--- src/logic/ptr_exec_pkg.sv ---
// constants and types for the pointer and stack instruction execution block
// Summary of operation
// - move addresses are pointer two plus separate 7-bit offsets from each word.
// - both move addresses span the full 12-bit data space 000h to FFFh.
// - move source on an indirect register supplies 00h as the data.
// - move destination on an indirect register makes the instruction a no-operation.
// - literal push stores its 8-bit value at the address in pointer two.
// - after the push store, pointer two decreases by exactly one.
// - subtract-from-pointer takes a 6-bit literal from pointer 0, 1 or 2.
// - subtract-from-pointer decodes from upper bits 1110 1001, then select and literal.
// - select field 11 means subtract-and-return, acting only on pointer two.
// - subtract-and-return takes its 6-bit literal from pointer two.
// - subtract-and-return then loads the program counter from the return stack top.
// - subtract-and-return lasts two cycles, the second a no-operation.
package ptr_exec_pkg;
  localparam int ADDR_W = 12;
  localparam int PC_W = 21;
  localparam logic [7:0] OP_MOVE_HI = 8'h00_EB;
  localparam logic [3:0] OP_SECOND_NIB = 4'h0_F;
  localparam logic [7:0] OP_SUB_HI = 8'h00_E9;
  localparam logic [7:0] OP_PUSH_HI_DEFAULT = 8'h00_FA;
  localparam logic [1:0] SEL_RETURN = 2'h0_3;
  localparam logic [1:0] SEL_PTR_TWO = 2'h0_2;
  localparam logic [11:0] PTR_RESET = 12'h0_000;
  localparam logic [7:0] INDIRECT_READ_VALUE = 8'h00_00;
  localparam logic [11:0] ONE_ADDR = 12'h0_001;
  // indirect-access registers: three banks of five at the top of the space
  localparam logic [11:0] INDIRECT_BASE0 = 12'h0_FEB;
  localparam logic [11:0] INDIRECT_BASE1 = 12'h0_FE3;
  localparam logic [11:0] INDIRECT_BASE2 = 12'h0_FDB;
  localparam logic [11:0] INDIRECT_SPAN = 12'h0_005;

  typedef enum logic [1:0] {
    ST_IDLE = 2'b00,
    ST_MOVE2 = 2'b01,
    ST_RET_NOP = 2'b10
  } exec_state_t;
endpackage

--- src/logic/pointer_stack_instruction_exec.sv ---
// execution of indexed move, literal push, pointer subtract and subtract-return
`timescale 1ns/1ps
module pointer_stack_instruction_exec #(
  parameter logic [7:0] PUSH_OPCODE_HI = ptr_exec_pkg::OP_PUSH_HI_DEFAULT
) (
  input wire logic ref_clk,
  input wire logic rst_b,
  input wire logic q4_en,
  input wire logic instr_valid,
  input wire logic [15:0] instr_word,
  input wire logic [7:0] mem_rd_data,
  input wire logic [ptr_exec_pkg::PC_W-1:0] return_stack_top,
  output logic [ptr_exec_pkg::ADDR_W-1:0] mem_rd_addr,
  output logic mem_wr_en,
  output logic [ptr_exec_pkg::ADDR_W-1:0] mem_wr_addr,
  output logic [7:0] mem_wr_data,
  output logic pc_load,
  output logic [ptr_exec_pkg::PC_W-1:0] pc_load_value,
  output logic return_pop,
  output logic busy,
  output logic [ptr_exec_pkg::ADDR_W-1:0] ptr0,
  output logic [ptr_exec_pkg::ADDR_W-1:0] ptr1,
  output logic [ptr_exec_pkg::ADDR_W-1:0] stack_pointer_two
);
  import ptr_exec_pkg::*;

  // ***********************************************************
  // decode helpers
  // ***********************************************************
  function automatic logic is_indirect(input logic [11:0] a);
    is_indirect = (a >= INDIRECT_BASE2 && a < INDIRECT_BASE2 + INDIRECT_SPAN)
               || (a >= INDIRECT_BASE1 && a < INDIRECT_BASE1 + INDIRECT_SPAN)
               || (a >= INDIRECT_BASE0 && a < INDIRECT_BASE0 + INDIRECT_SPAN);
  endfunction

  function automatic logic [11:0] index_addr(input logic [11:0] base, input logic [6:0] off);
    index_addr = base + {5'h0_0, off};
  endfunction

  exec_state_t state_reg;
  logic [7:0] move_data_reg;
  logic [11:0] ptr_sel_val;
  logic [11:0] sub_result;
  logic [7:0] sub_amount;
  logic [11:0] src_addr;
  logic [11:0] dst_addr;
  logic [7:0] hi;
  logic [1:0] sel;
  logic is_move1;
  logic is_push;
  logic is_sub;
  logic is_subret;
  logic is_move2;
  logic idle;
  logic go;

  // ***********************************************************
  // instruction decode
  // ***********************************************************
  assign go = instr_valid && q4_en;
  assign idle = (state_reg == ST_IDLE);
  assign hi = instr_word[15:8];
  assign sel = instr_word[7:6];
  assign is_sub = (hi == OP_SUB_HI) && (sel != SEL_RETURN);
  assign is_subret = (hi == OP_SUB_HI) && (sel == SEL_RETURN);
  assign is_push = (hi == PUSH_OPCODE_HI);
  assign is_move1 = (hi == OP_MOVE_HI) && instr_word[7];
  // second move word carries the destination offset
  assign is_move2 = (instr_word[15:12] == OP_SECOND_NIB);
  assign src_addr = index_addr(stack_pointer_two, instr_word[6:0]);
  assign dst_addr = index_addr(stack_pointer_two, instr_word[6:0]);

  // ***********************************************************
  // pointer select and subtract
  // ***********************************************************
  always_comb begin
    unique case (sel)
      2'b00: ptr_sel_val = ptr0;
      2'b01: ptr_sel_val = ptr1;
      default: ptr_sel_val = stack_pointer_two;
    endcase
  end

  // push subtracts one, others the 6-bit literal
  assign sub_amount = is_push ? ONE_ADDR[7:0] : {2'b00, instr_word[5:0]};

  ptr_sub_unit u_sub (
    .ptr_in(is_push ? stack_pointer_two : ptr_sel_val),
    .amount(sub_amount),
    .ptr_out(sub_result)
  );

  // ***********************************************************
  // sequencer
  // ***********************************************************
  always_ff @(posedge ref_clk) begin
    if (!rst_b) begin
      state_reg <= ST_IDLE;
    end else if (q4_en) begin
      unique case (state_reg)
        ST_IDLE: begin
          if (instr_valid && is_move1) begin
            state_reg <= ST_MOVE2;
          end else if (instr_valid && is_subret) begin
            state_reg <= ST_RET_NOP;
          end
        end
        // waits for a valid second word
        ST_MOVE2: state_reg <= instr_valid ? ST_IDLE : ST_MOVE2;
        ST_RET_NOP: state_reg <= ST_IDLE;
        default: state_reg <= ST_IDLE;
      endcase
    end
  end

  // ***********************************************************
  // second-cycle status
  // ***********************************************************
  // reports the state one clock late
  always_ff @(posedge ref_clk) begin
    if (!rst_b) begin
      busy <= 1'b0;
    end else begin
      busy <= (state_reg != ST_IDLE);
    end
  end

  // ***********************************************************
  // move data path
  // ***********************************************************
  always_ff @(posedge ref_clk) begin
    if (!rst_b) begin
      mem_rd_addr <= PTR_RESET;
    end else if (instr_valid && is_move1 && idle) begin
      // runs ahead of q4 so read data has settled when it is taken
      mem_rd_addr <= src_addr;
    end
  end

  always_ff @(posedge ref_clk) begin
    if (!rst_b) begin
      move_data_reg <= INDIRECT_READ_VALUE;
    end else if (go && is_move1 && idle) begin
      move_data_reg <= is_indirect(mem_rd_addr) ? INDIRECT_READ_VALUE : mem_rd_data;
    end
  end

  // ***********************************************************
  // memory writes
  // ***********************************************************
  always_ff @(posedge ref_clk) begin
    if (!rst_b) begin
      mem_wr_en <= 1'b0;
      mem_wr_addr <= PTR_RESET;
      mem_wr_data <= INDIRECT_READ_VALUE;
    end else begin
      // default low keeps the write a one-cycle pulse
      mem_wr_en <= 1'b0;
      if (go && state_reg == ST_MOVE2 && is_move2) begin
        mem_wr_en <= !is_indirect(dst_addr);
        mem_wr_addr <= dst_addr;
        mem_wr_data <= move_data_reg;
      end else if (go && idle && is_push) begin
        mem_wr_en <= 1'b1;
        mem_wr_addr <= stack_pointer_two;
        mem_wr_data <= instr_word[7:0];
      end
    end
  end

  // ***********************************************************
  // pointer registers
  // ***********************************************************
  always_ff @(posedge ref_clk) begin
    if (!rst_b) begin
      ptr0 <= PTR_RESET;
      ptr1 <= PTR_RESET;
      stack_pointer_two <= PTR_RESET;
    end else if (go && idle) begin
      if (is_push || is_subret) begin
        stack_pointer_two <= sub_result;
      end else if (is_sub) begin
        unique case (sel)
          2'b00: ptr0 <= sub_result;
          2'b01: ptr1 <= sub_result;
          default: stack_pointer_two <= sub_result;
        endcase
      end
    end
  end

  // ***********************************************************
  // return
  // ***********************************************************
  always_ff @(posedge ref_clk) begin
    if (!rst_b) begin
      pc_load <= 1'b0;
      return_pop <= 1'b0;
      pc_load_value <= '0;
    end else begin
      pc_load <= 1'b0;
      return_pop <= 1'b0;
      // pop pulses with the load so the stack steps once
      if (go && idle && is_subret) begin
        // load program counter from return top
        pc_load <= 1'b1;
        return_pop <= 1'b1;
        pc_load_value <= return_stack_top;
      end
    end
  end
endmodule

--- src/logic/ptr_sub_unit.sv ---
// wrapping 12-bit pointer subtractor shared by the pointer instructions
`timescale 1ns/1ps
module ptr_sub_unit (
  input wire logic [11:0] ptr_in,
  input wire logic [7:0] amount,
  output logic [11:0] ptr_out
);
  // 12-bit wrap, no flags produced
  assign ptr_out = ptr_in - {4'h0_0, amount};
endmodule

--- config.mk ---
export PLATFORM = sky130hd
export DESIGN_NAME = pointer_stack_instruction_exec
export DESIGN_NICKNAME = d
export VERILOG_FILES = /design/src/logic/ptr_exec_pkg.sv /design/src/logic/pointer_stack_instruction_exec.sv /design/src/logic/ptr_sub_unit.sv
export SDC_FILE = /design/constraint.sdc
export NUM_CORES = 1
export LEC_CHECK = 0
export ABC_AREA = 1
export BUFFER_PORTS_ARGS = -buffer_cell sky130_fd_sc_hd__buf_2
export CORE_MARGIN = 2
export CORE_UTILIZATION = 45
export DETAILED_ROUTE_END_ITERATION = 10
export PLACE_DENSITY_LB_ADDON = 0.08
export SLEW_MARGIN = 5
export SYNTH_ARGS = -nofsm -noshare
export SYNTH_HDL_FRONTEND = slang
export SYNTH_HIERARCHICAL = 1
export SYNTH_SLANG_ARGS = --single-unit
export TNS_END_PERCENT = 50
--- constraint.sdc ---
create_clock -name ref_clk -period 8.67 [get_ports ref_clk]
set_clock_uncertainty 0.1 [all_clocks]
set_input_delay 1.734 -clock ref_clk [delete_from_list [all_inputs] [get_ports ref_clk]]
set_output_delay 1.734 -clock ref_clk [all_outputs]
set_load 0.01 [all_outputs]
======== Word-level counts from Yosys, hierarchy flattened ========
Index checks and enable logic that the tools add are counted.
cells by class
  add/subtract/negate cells ............... 2
  magnitude comparators ................... 12
  equal/unequal tests ..................... 10
  muxes and demuxes ....................... 18
  bitwise operators ....................... 1
  reduce and logical (&&, ||, !) cells .... 36
operator list
  kind                                                    count
  >= comparator 12 bit (second input constant)            6
  less-than comparator 12 bit (second input constant)     6
  2-to-1 mux 12 bit                                       6
  == test 8 bit (second input constant)                   3
  2-to-1 mux 8 bit                                        3
  one-hot mux 12 bit (2 select lines)                     1
  logical AND 1 bit                                       20
  adder 12 x 7 -> 12 bit                                  1
  subtractor 12 x 6 -> 12 bit                             1
  AND reduction 4 bit                                     2
  2-to-1 mux 6 bit                                        1
  nonzero test 2 bit                                      3
  logical OR 1 bit                                        5
  == test 2 x 1 -> 1 bit (second input constant)          2
  == test 4 bit (second input constant)                   1
  logical NOT 2 bit                                       2
  2-to-1 mux 1 bit                                        4
  2-to-1 mux 2 bit                                        2
  one-hot mux 2 bit (2 select lines)                      1
  inequality test 3 x 1 -> 1 bit (second input constant)  1
  AND reduction 3 bit                                     1
  == test 2 bit (second input constant)                   1
  inequality test 2 x 1 -> 1 bit (second input constant)  1
  inequality test 2 bit (second input constant)           1
  other kinds (4)                                         4
storage, ports and cells
  bits in registers ....................... 102
  bits of input ports ..................... 49
  output and inout bits ................... 93
  logic and storage cells ................. 91

======== Depth between registers and ports, before layout ========
Gate-level depths: netlist (run 1).
  depth in word-level cells ............... 7
  mapped depth ............................ 18
  mapped depth without buffers ............ 18

======== Hierarchy ========
The synthesis (run 1) kept the hierarchy.
by module, submodules not included
  module                          times used  cells each  area each (um^2)  sequential area each (um^2)
  pointer_stack_instruction_exec  1           668         4789.6            2042.0
  ptr_sub_unit                    1           121         621.8             0.0

======== Least setup slack after synthesis (run 1) ========
OpenSTA, ideal clock, no wires.
  path type ............................... input-to-reg
  from .................................... input instr_word[7]
  to ...................................... register stack_pointer_two[8] (netlist bit)
  library setup time ...................... 0.070 ns
  arrival ................................. 3.919 ns
  required time ........................... 8.500 ns
  slack ................................... 4.582 ns
  stages .................................. 18
  path buffers ............................ 2
  path through ............................ buf_2 nor2_1 clkbuf_1 a22o_1 nand2_1 nand2_1 inv_1 ha_1 fa_1 inv_1 nand3_1 nand3_1 nand2_1 nand2_1 nand2_1 nand2_1 inv_1 a21oi_1
between the ends
  cells in the longest elaborated chain, start to end .. 7
  elaborated cells on any way between the ends .. 17
  those cells by class .................... 1 x add/sub; 4 x eq/ne; 5 x mux; 7 x reduce/logical
RTL lines
  what                                                                line                                   source
  start, declared                                                     pointer_stack_instruction_exec.sv:10   input wire logic [15:0] instr_word,
  == test 2 x 1 -> 1 bit / logical NOT 2 bit (equally long branches)  pointer_stack_instruction_exec.sv:77   unique case (sel)
  one-hot mux 12 bit (2 select lines) *                               pointer_stack_instruction_exec.sv:77
  2-to-1 mux 12 bit *                                                 pointer_stack_instruction_exec.sv:88   .ptr_in(is_push ? stack_pointer_two : ptr_sel_val),
  subtractor 12 x 6 -> 12 bit *                                       ptr_sub_unit.sv:9                      assign ptr_out = ptr_in - {4'h0_0, amount};
  named net sub_result[8]                                             pointer_stack_instruction_exec.sv:43   logic [11:0] sub_result;
  2-to-1 mux 12 bit                                                   pointer_stack_instruction_exec.sv:183  unique case (sel)
  2-to-1 mux 12 bit                                                   pointer_stack_instruction_exec.sv:182  end else if (is_sub) begin
  2-to-1 mux 12 bit *                                                 pointer_stack_instruction_exec.sv:180  if (is_push || is_subret) begin
  end signal, assigned                                                pointer_stack_instruction_exec.sv:181  stack_pointer_two <= sub_result;
  end signal, assigned                                                pointer_stack_instruction_exec.sv:186  default: stack_pointer_two <= sub_result;
  end, declared                                                       pointer_stack_instruction_exec.sv:23   output logic [ptr_exec_pkg::ADDR_W-1:0] stack_pointer_two
Mark *: on every way through the listed nets, which the timed path passes. The rest lies on a longest branch. The select of a mux whose other input is x is not followed.
A chain may end at the register's enable or synchronous reset.

======== Worst setup path after layout (run 1) ========
  from .................................... input instr_word[15]
  to ...................................... register ptr1[11] (netlist bit)
between the ends
  elaborated cells on any way between the ends .. 10
  those cells by class .................... 1 x add/sub; 2 x eq/ne; 2 x mux; 1 x bitwise; 4 x reduce/logical
RTL lines
  what                                                          line                                                                        source
  == test 8 bit *                                               pointer_stack_instruction_exec.sv:66                                        assign is_push = (hi == PUSH_OPCODE_HI);
  2-to-1 mux 12 bit / 2-to-1 mux 6 bit (equally long branches)  pointer_stack_instruction_exec.sv:88, pointer_stack_instruction_exec.sv:85
  subtractor 12 x 6 -> 12 bit *                                 ptr_sub_unit.sv:9
  named net sub_result[11]                                      pointer_stack_instruction_exec.sv:43
  end signal, assigned                                          pointer_stack_instruction_exec.sv:185                                       2'b01: ptr1 <= sub_result;
  end, declared                                                 pointer_stack_instruction_exec.sv:22                                        output logic [ptr_exec_pkg::ADDR_W-1:0] ptr1,
Mark *: on every way through the listed nets, which the timed path passes. The rest lies on a longest branch.

==> flow_summary.yaml, run 1 <==
route:
  drt_first_iter_violations: 358
  postRouteAntennaNets: 0
  post_drt_wl_per_cell_um: 14.63
  routed_via_density: 5.131
  routed-via-count: 5449
  route.detailed.drc: 0
  drt_wl_total_um: 15540
  drt_pre_antenna_iters: 4
cts:
  post_cts_hold_buffer_count: 0
  postCtsSetupRepairBufs: 0
  cts_buffers: 9
  clock_path_buffers: 2
  cts.sink_count: 102
  worst_setup_hold_path_clk_slew_ns: 0.08
  post_cts.resized_instances: 0
  clk_latency_ns: 0.35
  tritoncts: "done"
  number_of_levels_the_h_tree_was_split_into: 3
  clock-root-buffer: "sky130_fd_sc_hd__clkbuf_16"
setup_path:
  timing_worst_setup_path_type: "primary input to register"
  critical-path-top-delay-family: "simple AND/OR/NAND/NOR gates"
  endpoint: "ptr1[11]"
  worst-path-stages: 18
  critical_path.reg2reg.startpoint: "stack_pointer_two[0]"
  critPathSlowestCell: "sky130_fd_sc_hd__nor2_1"
  r2r_cells: 10
  required_ns: 8.78
  ff2ff_setup_slack_ns: 6.17
  cp_data_arrival_time_ns: 4.35
  worst-path-max-fanout: 13
  endpoint_kind: "register"
  crit_buf_inv: 4
  startpoint: "instr_word[15]"
  worstPathCellList: "buf_2 -> nand3_1 -> nor2_1 -> nand2_2 -> clkinv_4 -> nor2_1 -> o21ai_0 -> ha_1 -> nand2_2 -> inv_1 -> nand2_1 -> nor2_1 -> nor2_1 -> nand2_1 -> nand2_1 -> nand2_1 -> inv_1 -> a21oi_1"
  critical-path-max-stage-delay_ns: 0.50
  cp-start-kind: "primary input"
  r2r-end: "mem_wr_en"
run_status:
  status: "complete, no violations"
hold_path:
  min_from: "pc_load_value[14]"
  hp-class: "register to register"
logic_synthesis:
  synth.cell_area_um2: 5411
  fraction_of_the_mapped_netlist_area_in_adder_cells_pct: 4.208
  synthFlopType: "sky130_fd_sc_hd__dfxtp_1"
  post_synth_and_or_nand_nor_area_fraction_pct: 22.91
  synthesis.instances: 789
  post_synth_num_cell_types: 42
  synth_area_per_cell_um2: 6.859
  synth_area_leaders: "sky130_fd_sc_hd__dfxtp_1 38%, sky130_fd_sc_hd__nand2_1 12%, sky130_fd_sc_hd__inv_1 8.5%"
  cell_type_with_the_highest_aggregate_area_in_the_netlist: "sky130_fd_sc_hd__dfxtp_1"
  async_reset_ff_share_pct: 0
  synth-compound-area-share_pct: 21.99
  synth_sequential_area_ratio_pct: 37.73
  synth-edff-count: 0
  post-synth-top-area-fraction_pct: 37.73
  synth-xor-area-share_pct: 1.133
  combinational_family_with_the_most_area_after_synthesis: "simple AND/OR/NAND/NOR gates"
  total_of_warnings_raised_by_yosys: 6
  postSynthRegisterBits: 102
  post_synth_mux_area_share_pct: 0
grt:
  grt_max_degree: 80
  antenna_found_initial: 0
  grt_pass1_wl_um: 24030
  grtUsageTotal_pct: 23.67
  globalRouteOverflowTotal: 0
  first_global_vias: 4690
final_layout:
  final_cell_mix: "176 x sky130_fd_sc_hd__nand2_1, 141 x sky130_fd_sc_hd__buf_2, 122 x sky130_fd_sc_hd__inv_1"
  layout_cells_sized_above_1_pct: 19.89
  core_occupancy_in_the_finished_layout_pct: 54.48
  syn_to_final_growth_pct: 19.42
  num_antenna_cells: 0
  number_of_flip_flops_under_the_largest_register_name: 21
  max_flop_register: "pc_load_value"
  finish.net_count: 976
  final_common_cell: "sky130_fd_sc_hd__nand2_1"
sta:
  hold_violations: 0
  finalSetupTns_ns: 0
  timing.fmax_mhz: 235.5
  final_critical_path_setup_slack_ns: 4.424
  setup_repair_after_global_routing_missed_its_margin: "false"
  slew-limit-headroom_pct: 19.37
  timing.final.max_slew_violations: 0
  period_share_pct: 48.97
  setup_viol_count_final: 0
  worst-slew-pin-transition_ns: 1.209
  timing.final.crit_period_ns: 4.246
placement:
  dpl.hpwl_um: 11790
  numPortBuffers: 141
  post-place-ws_ns: 4.045
  gp_congestion: 0.9106
pwr:
  p_per_area_nw_per_um2: 149.0
  post-layout-total-power_uw: 962.8
  max-vdd-ir-drop_uv: 77.89
  power.static_leakage_uw: 0.003276
floorplan:
  fp-row-count: 40
  ioPinCount: 142
  core-area_um2: 11860
  die_area_um2: 12920
  die-width_um: 113.7
  fp.dieH_um: 113.7
  initial_core_util_pct: 45.62
job:
  drv.max_cap_violation_count: 0
## cells in the mapped netlist (4+ instances only)
cell,count
sky130_fd_sc_hd__nor2_2,6
sky130_fd_sc_hd__xor2_1,4
sky130_fd_sc_hd__nand3_1,30
sky130_fd_sc_hd__a22o_1,12
sky130_fd_sc_hd__o211a_1,6
sky130_fd_sc_hd__inv_2,5
sky130_fd_sc_hd__o21ai_0,85
sky130_fd_sc_hd__clkbuf_1,18
sky130_fd_sc_hd__ha_1,15
sky130_fd_sc_hd__nor2_1,43
sky130_fd_sc_hd__inv_1,122
sky130_fd_sc_hd__o21ai_1,7
sky130_fd_sc_hd__o211ai_1,5
sky130_fd_sc_hd__a21oi_1,76
sky130_fd_sc_hd__dfxtp_1,102
sky130_fd_sc_hd__nand2_2,5
sky130_fd_sc_hd__nand4_1,12
sky130_fd_sc_hd__nand2_1,176
sky130_fd_sc_hd__a31oi_1,17
sky130_fd_sc_hd__buf_2,11
## cells by family after synthesis
group | after synthesis
buffers and inverters | 162
other | 1
AOI/OAI and AO/OA | 213
and+or+nand+nor | 287
adders and majority gates | 17
DFF | 102
xor gates and xnor gates | 7
## worst reg2reg max path: cells and delay by family (launching register included)
family,cells,cell delay (ns)
AOI/OAI and AO/OA,2,0.50
xor gates and xnor gates,1,0.30
adders and majority gates,2,0.63
buffers and inverters,1,0.07
and+or+nand+nor,4,0.39
DFF,1,0.45
## how the worst min path moves through the flow
| stage | endpoint | slack, ns | cells past startpoint |
|---|---|---|---|
| after floorplan | move_data_reg[1] | 0.34 | 2 |
| after global placement | pc_load_value[14] | 0.33 | 2 |
| after detailed placement | pc_load_value[6] | 0.34 | 2 |
| after CTS | pc_load_value[14] | 0.35 | 2 |
| after global routing | pc_load_value[11] | 0.36 | 2 |
| final | pc_load_value[14] | 0.34 | 2 |
## routing by layer
layer / part of all wire (%) / vias up / global-route usage [%]
li1: - / 2818 / -
met1: 49 / 2468 / 33.61
met4: 2.1 / 0 / 9.512
met3: 5.1 / 17 / 3.773
met5: 0 / - / 0
met2: 44 / 146 / 36.05
## per-stage QoR
stage	hold slack [ns]	instance area [µm²]	std cells
floorplan	0.3437	5415	790
global placement	0.3294	6156	1046
detailed placement	0.3351	6156	1046
CTS	0.3479	6462	1062
global route	0.3572	6462	1062
finish	0.3448	6462	1062
## where the power goes
part	internal [µW]	leakage, µW	switching, µW	total [µW]
clock network	230	0.000147	195	425
logic	22.7	0.00231	44.5	67.2
registers	470	0.000821	1.25	471
## cell type report
| class | instances | area, µm² |
|---|---|---|
| fill | 1222 | 5399 |
| clock buffer | 10 | 229.0 |
| sequential | 102 | 2042 |
| inverter | 129 | 490.5 |
| clock inverter | 6 | 77.57 |
| timing repair buffer | 142 | 713.2 |
| tap | 147 | 183.9 |
| multi-input combinational | 526 | 2726 |
Note: power is estimated with default switching activity, not from simulation.
==> run 2: changes to the inputs <==
- clock period: 8.67 -> 4.2 ns (I/O delays scaled with it)
==> run 2 against run 1 <==
  * Sequential share of layout area fell by 0.26 points
  * First-iteration DRC count rose by 25%
  * Register-to-register slack worse by 4.4 ns
  * Critical path type unchanged
  * Largest power group unchanged
==> flow_summary.yaml, run 2 (synthesis gave the netlist of run 1 again) <==
run_status:
  status: "complete, no violations"
sta:
  setup_repair_after_global_routing_missed_its_margin: "false"
  setup_viol_count_final: 0
  timing.final.max_slew_violations: 0
  worst-slew-pin-transition_ns: 0.8359
  timing.fmax_mhz: 301.7
  finalSetupTns_ns: 0
  timing.final.crit_period_ns: 3.314
  hold_violations: 0
  slew-limit-headroom_pct: 44.21
  period_share_pct: 78.91
setup_path:
  critPathSlowestCell: "sky130_fd_sc_hd__fa_1"
  critical_path.reg2reg.startpoint: "stack_pointer_two[0]"
  cpMostUsedCell: "sky130_fd_sc_hd__nand3_1"
  critical-path-max-stage-delay_ns: 0.48
  r2r-end: "mem_wr_en"
  required_ns: 4.31
  cp_data_arrival_time_ns: 3.42
  critical-path-top-delay-family: "simple AND/OR/NAND/NOR gates"
  r2r_cells: 13
  cp-start-kind: "primary input"
  crit_buf_inv: 5
  worstPathCellList: "buf_2 -> nand3_1 -> nor2_1 -> nand2_2 -> clkinv_4 -> nor2_1 -> o21ai_0 -> inv_1 -> fa_1 -> inv_1 -> nand3_1 -> nand3_1 -> nand2_1 -> nand3_1 -> nand2_1 -> inv_1 -> a21oi_1"
  ff2ff_setup_slack_ns: 1.74
  timing_worst_setup_path_type: "primary input to register"
  worst-path-max-fanout: 13
  endpoint_kind: "register"
final_layout:
  finish.net_count: 980
  post-route-cell-area_um2: 6516
  max_flop_register: "pc_load_value"
  final_common_cell: "sky130_fd_sc_hd__nand2_1"
  layout_cells_sized_above_1_pct: 20.24
  syn_to_final_growth_pct: 20.42
  filler_cell_count: 1184
  number_of_flip_flops_under_the_largest_register_name: 21
  core_occupancy_in_the_finished_layout_pct: 54.94
  final_cell_mix: "176 x sky130_fd_sc_hd__nand2_1, 141 x sky130_fd_sc_hd__buf_2, 122 x sky130_fd_sc_hd__inv_1"
  num_antenna_cells: 0
  flip_flop_and_latch_area_um2: 2042
  multiInputGateArea_um2: 2726
cts:
  clock-root-buffer: "sky130_fd_sc_hd__clkbuf_16"
  postCtsSetupRepairBufs: 0
  post_cts_hold_buffer_count: 0
  worst_setup_hold_path_clk_slew_ns: 0.07
  cts_buffers: 9
  tritoncts: "done"
  cts.sink_count: 102
  clk_latency_ns: 0.35
  clock_path_buffers: 2
  post_cts.resized_instances: 0
  number_of_levels_the_h_tree_was_split_into: 3
placement:
  gp_congestion: 0.8994
  dpl.hpwl_um: 12130
  numPortBuffers: 141
  placement.cell_area_um2: 6186
pwr:
  max-vdd-ir-drop_uv: 213.1
  p_per_area_nw_per_um2: 314.1
  power.static_leakage_uw: 0.003308
floorplan:
  initial_core_util_pct: 45.62
  die_area_um2: 12920
  fp.dieH_um: 113.7
  die-width_um: 113.7
  core-area_um2: 11860
  ioPinCount: 142
  fp-row-count: 40
route:
  drt_wl_total_um: 15950
  routed_via_density: 5.144
  postRouteAntennaNets: 0
  routed-via-count: 5484
  drt_pre_antenna_iters: 5
  post_drt_wl_per_cell_um: 14.96
  route.detailed.drc: 0
  drt_first_iter_violations: 446
grt:
  grt_pass1_wl_um: 24940
  globalRouteOverflowTotal: 0
  first_global_vias: 4990
  antenna_found_initial: 0
  grtUsageTotal_pct: 24.57
  grt_max_degree: 79
hold_path:
  hold_depth: 2
  min_from: "pc_load_value[10]"
  hold-path-endpoint: "pc_load_value[10]"
  hp-class: "register to register"
job:
  drv.max_cap_violation_count: 0
-- run 2: cell types whose count changed in the layout (fill, tap and decap cells not counted), sizes merged --
cell	previous run	this run
buf	142	146
bufinv	1	2
clkbuf	10	11
clkinv	3	2
inv	130	129
-- run 2: worst reg2reg max path, delay by kind of cell, from the launching register on --
kind	cells	cell delay [ns]
AOI/OAI and AO/OA	2	0.41
buffers and inverters	1	0.07
DFF	1	0.41
and+or+nand+nor	8	0.69
adders and majority gates	2	0.63
-- run 2: power breakdown --
group / internal [µW] / switching, µW / total [µW]
logic: 48.5 / 93.7 / 142
registers: 970 / 2.53 / 972
clock network: 546 / 387 / 932
total: 1560 / 483 / 2050
-- run 2: stage by stage --
step	cells	hold slack (ns)	total power, µW	setup WS [ns]
detailed placement	1050	0.3371	1135	0.5459
global placement	1050	0.3294	1133	0.6906
finish	1066	0.3429	2046	0.8857
floorplan	790	0.3437	1079	1.006
global route	1066	0.3607	2129	0.5569
CTS	1066	0.3477	2064	0.9062
-- run 2: final cells by class --
cell class | count | area share [%]
multi-input cells | 526 | 41.84
clock buffers | 11 | 3.725
inverters | 129 | 7.527
well taps | 147 | 2.823
flip-flops and latches | 102 | 31.34
repair buffers | 146 | 11.41
clock inverters | 5 | 1.344
-- run 2: per-layer routing --
metal	track usage, %	wire length [µm]	up-vias
li1	-	-	2818
met4	8.780	443	0
met2	37.29	6946	148
met1	34.38	7710	2494
met5	0	0	-
met3	5.526	846	24
-- run 2: worst max path at each step --
stage | from | end | slack, ns | depth (start not counted)
finish | instr_word[14] | ptr1[6] | 0.89 | 17
CTS | instr_word[8] | ptr0[8] | 0.91 | 16
floorplan | instr_word[7] | stack_pointer_two[8] | 1.01 | 18
detailed placement | instr_word[8] | ptr0[8] | 0.55 | 16
global placement | instr_word[15] | ptr0[7] | 0.69 | 15
global route | instr_word[15] | ptr0[9] | 0.56 | 18
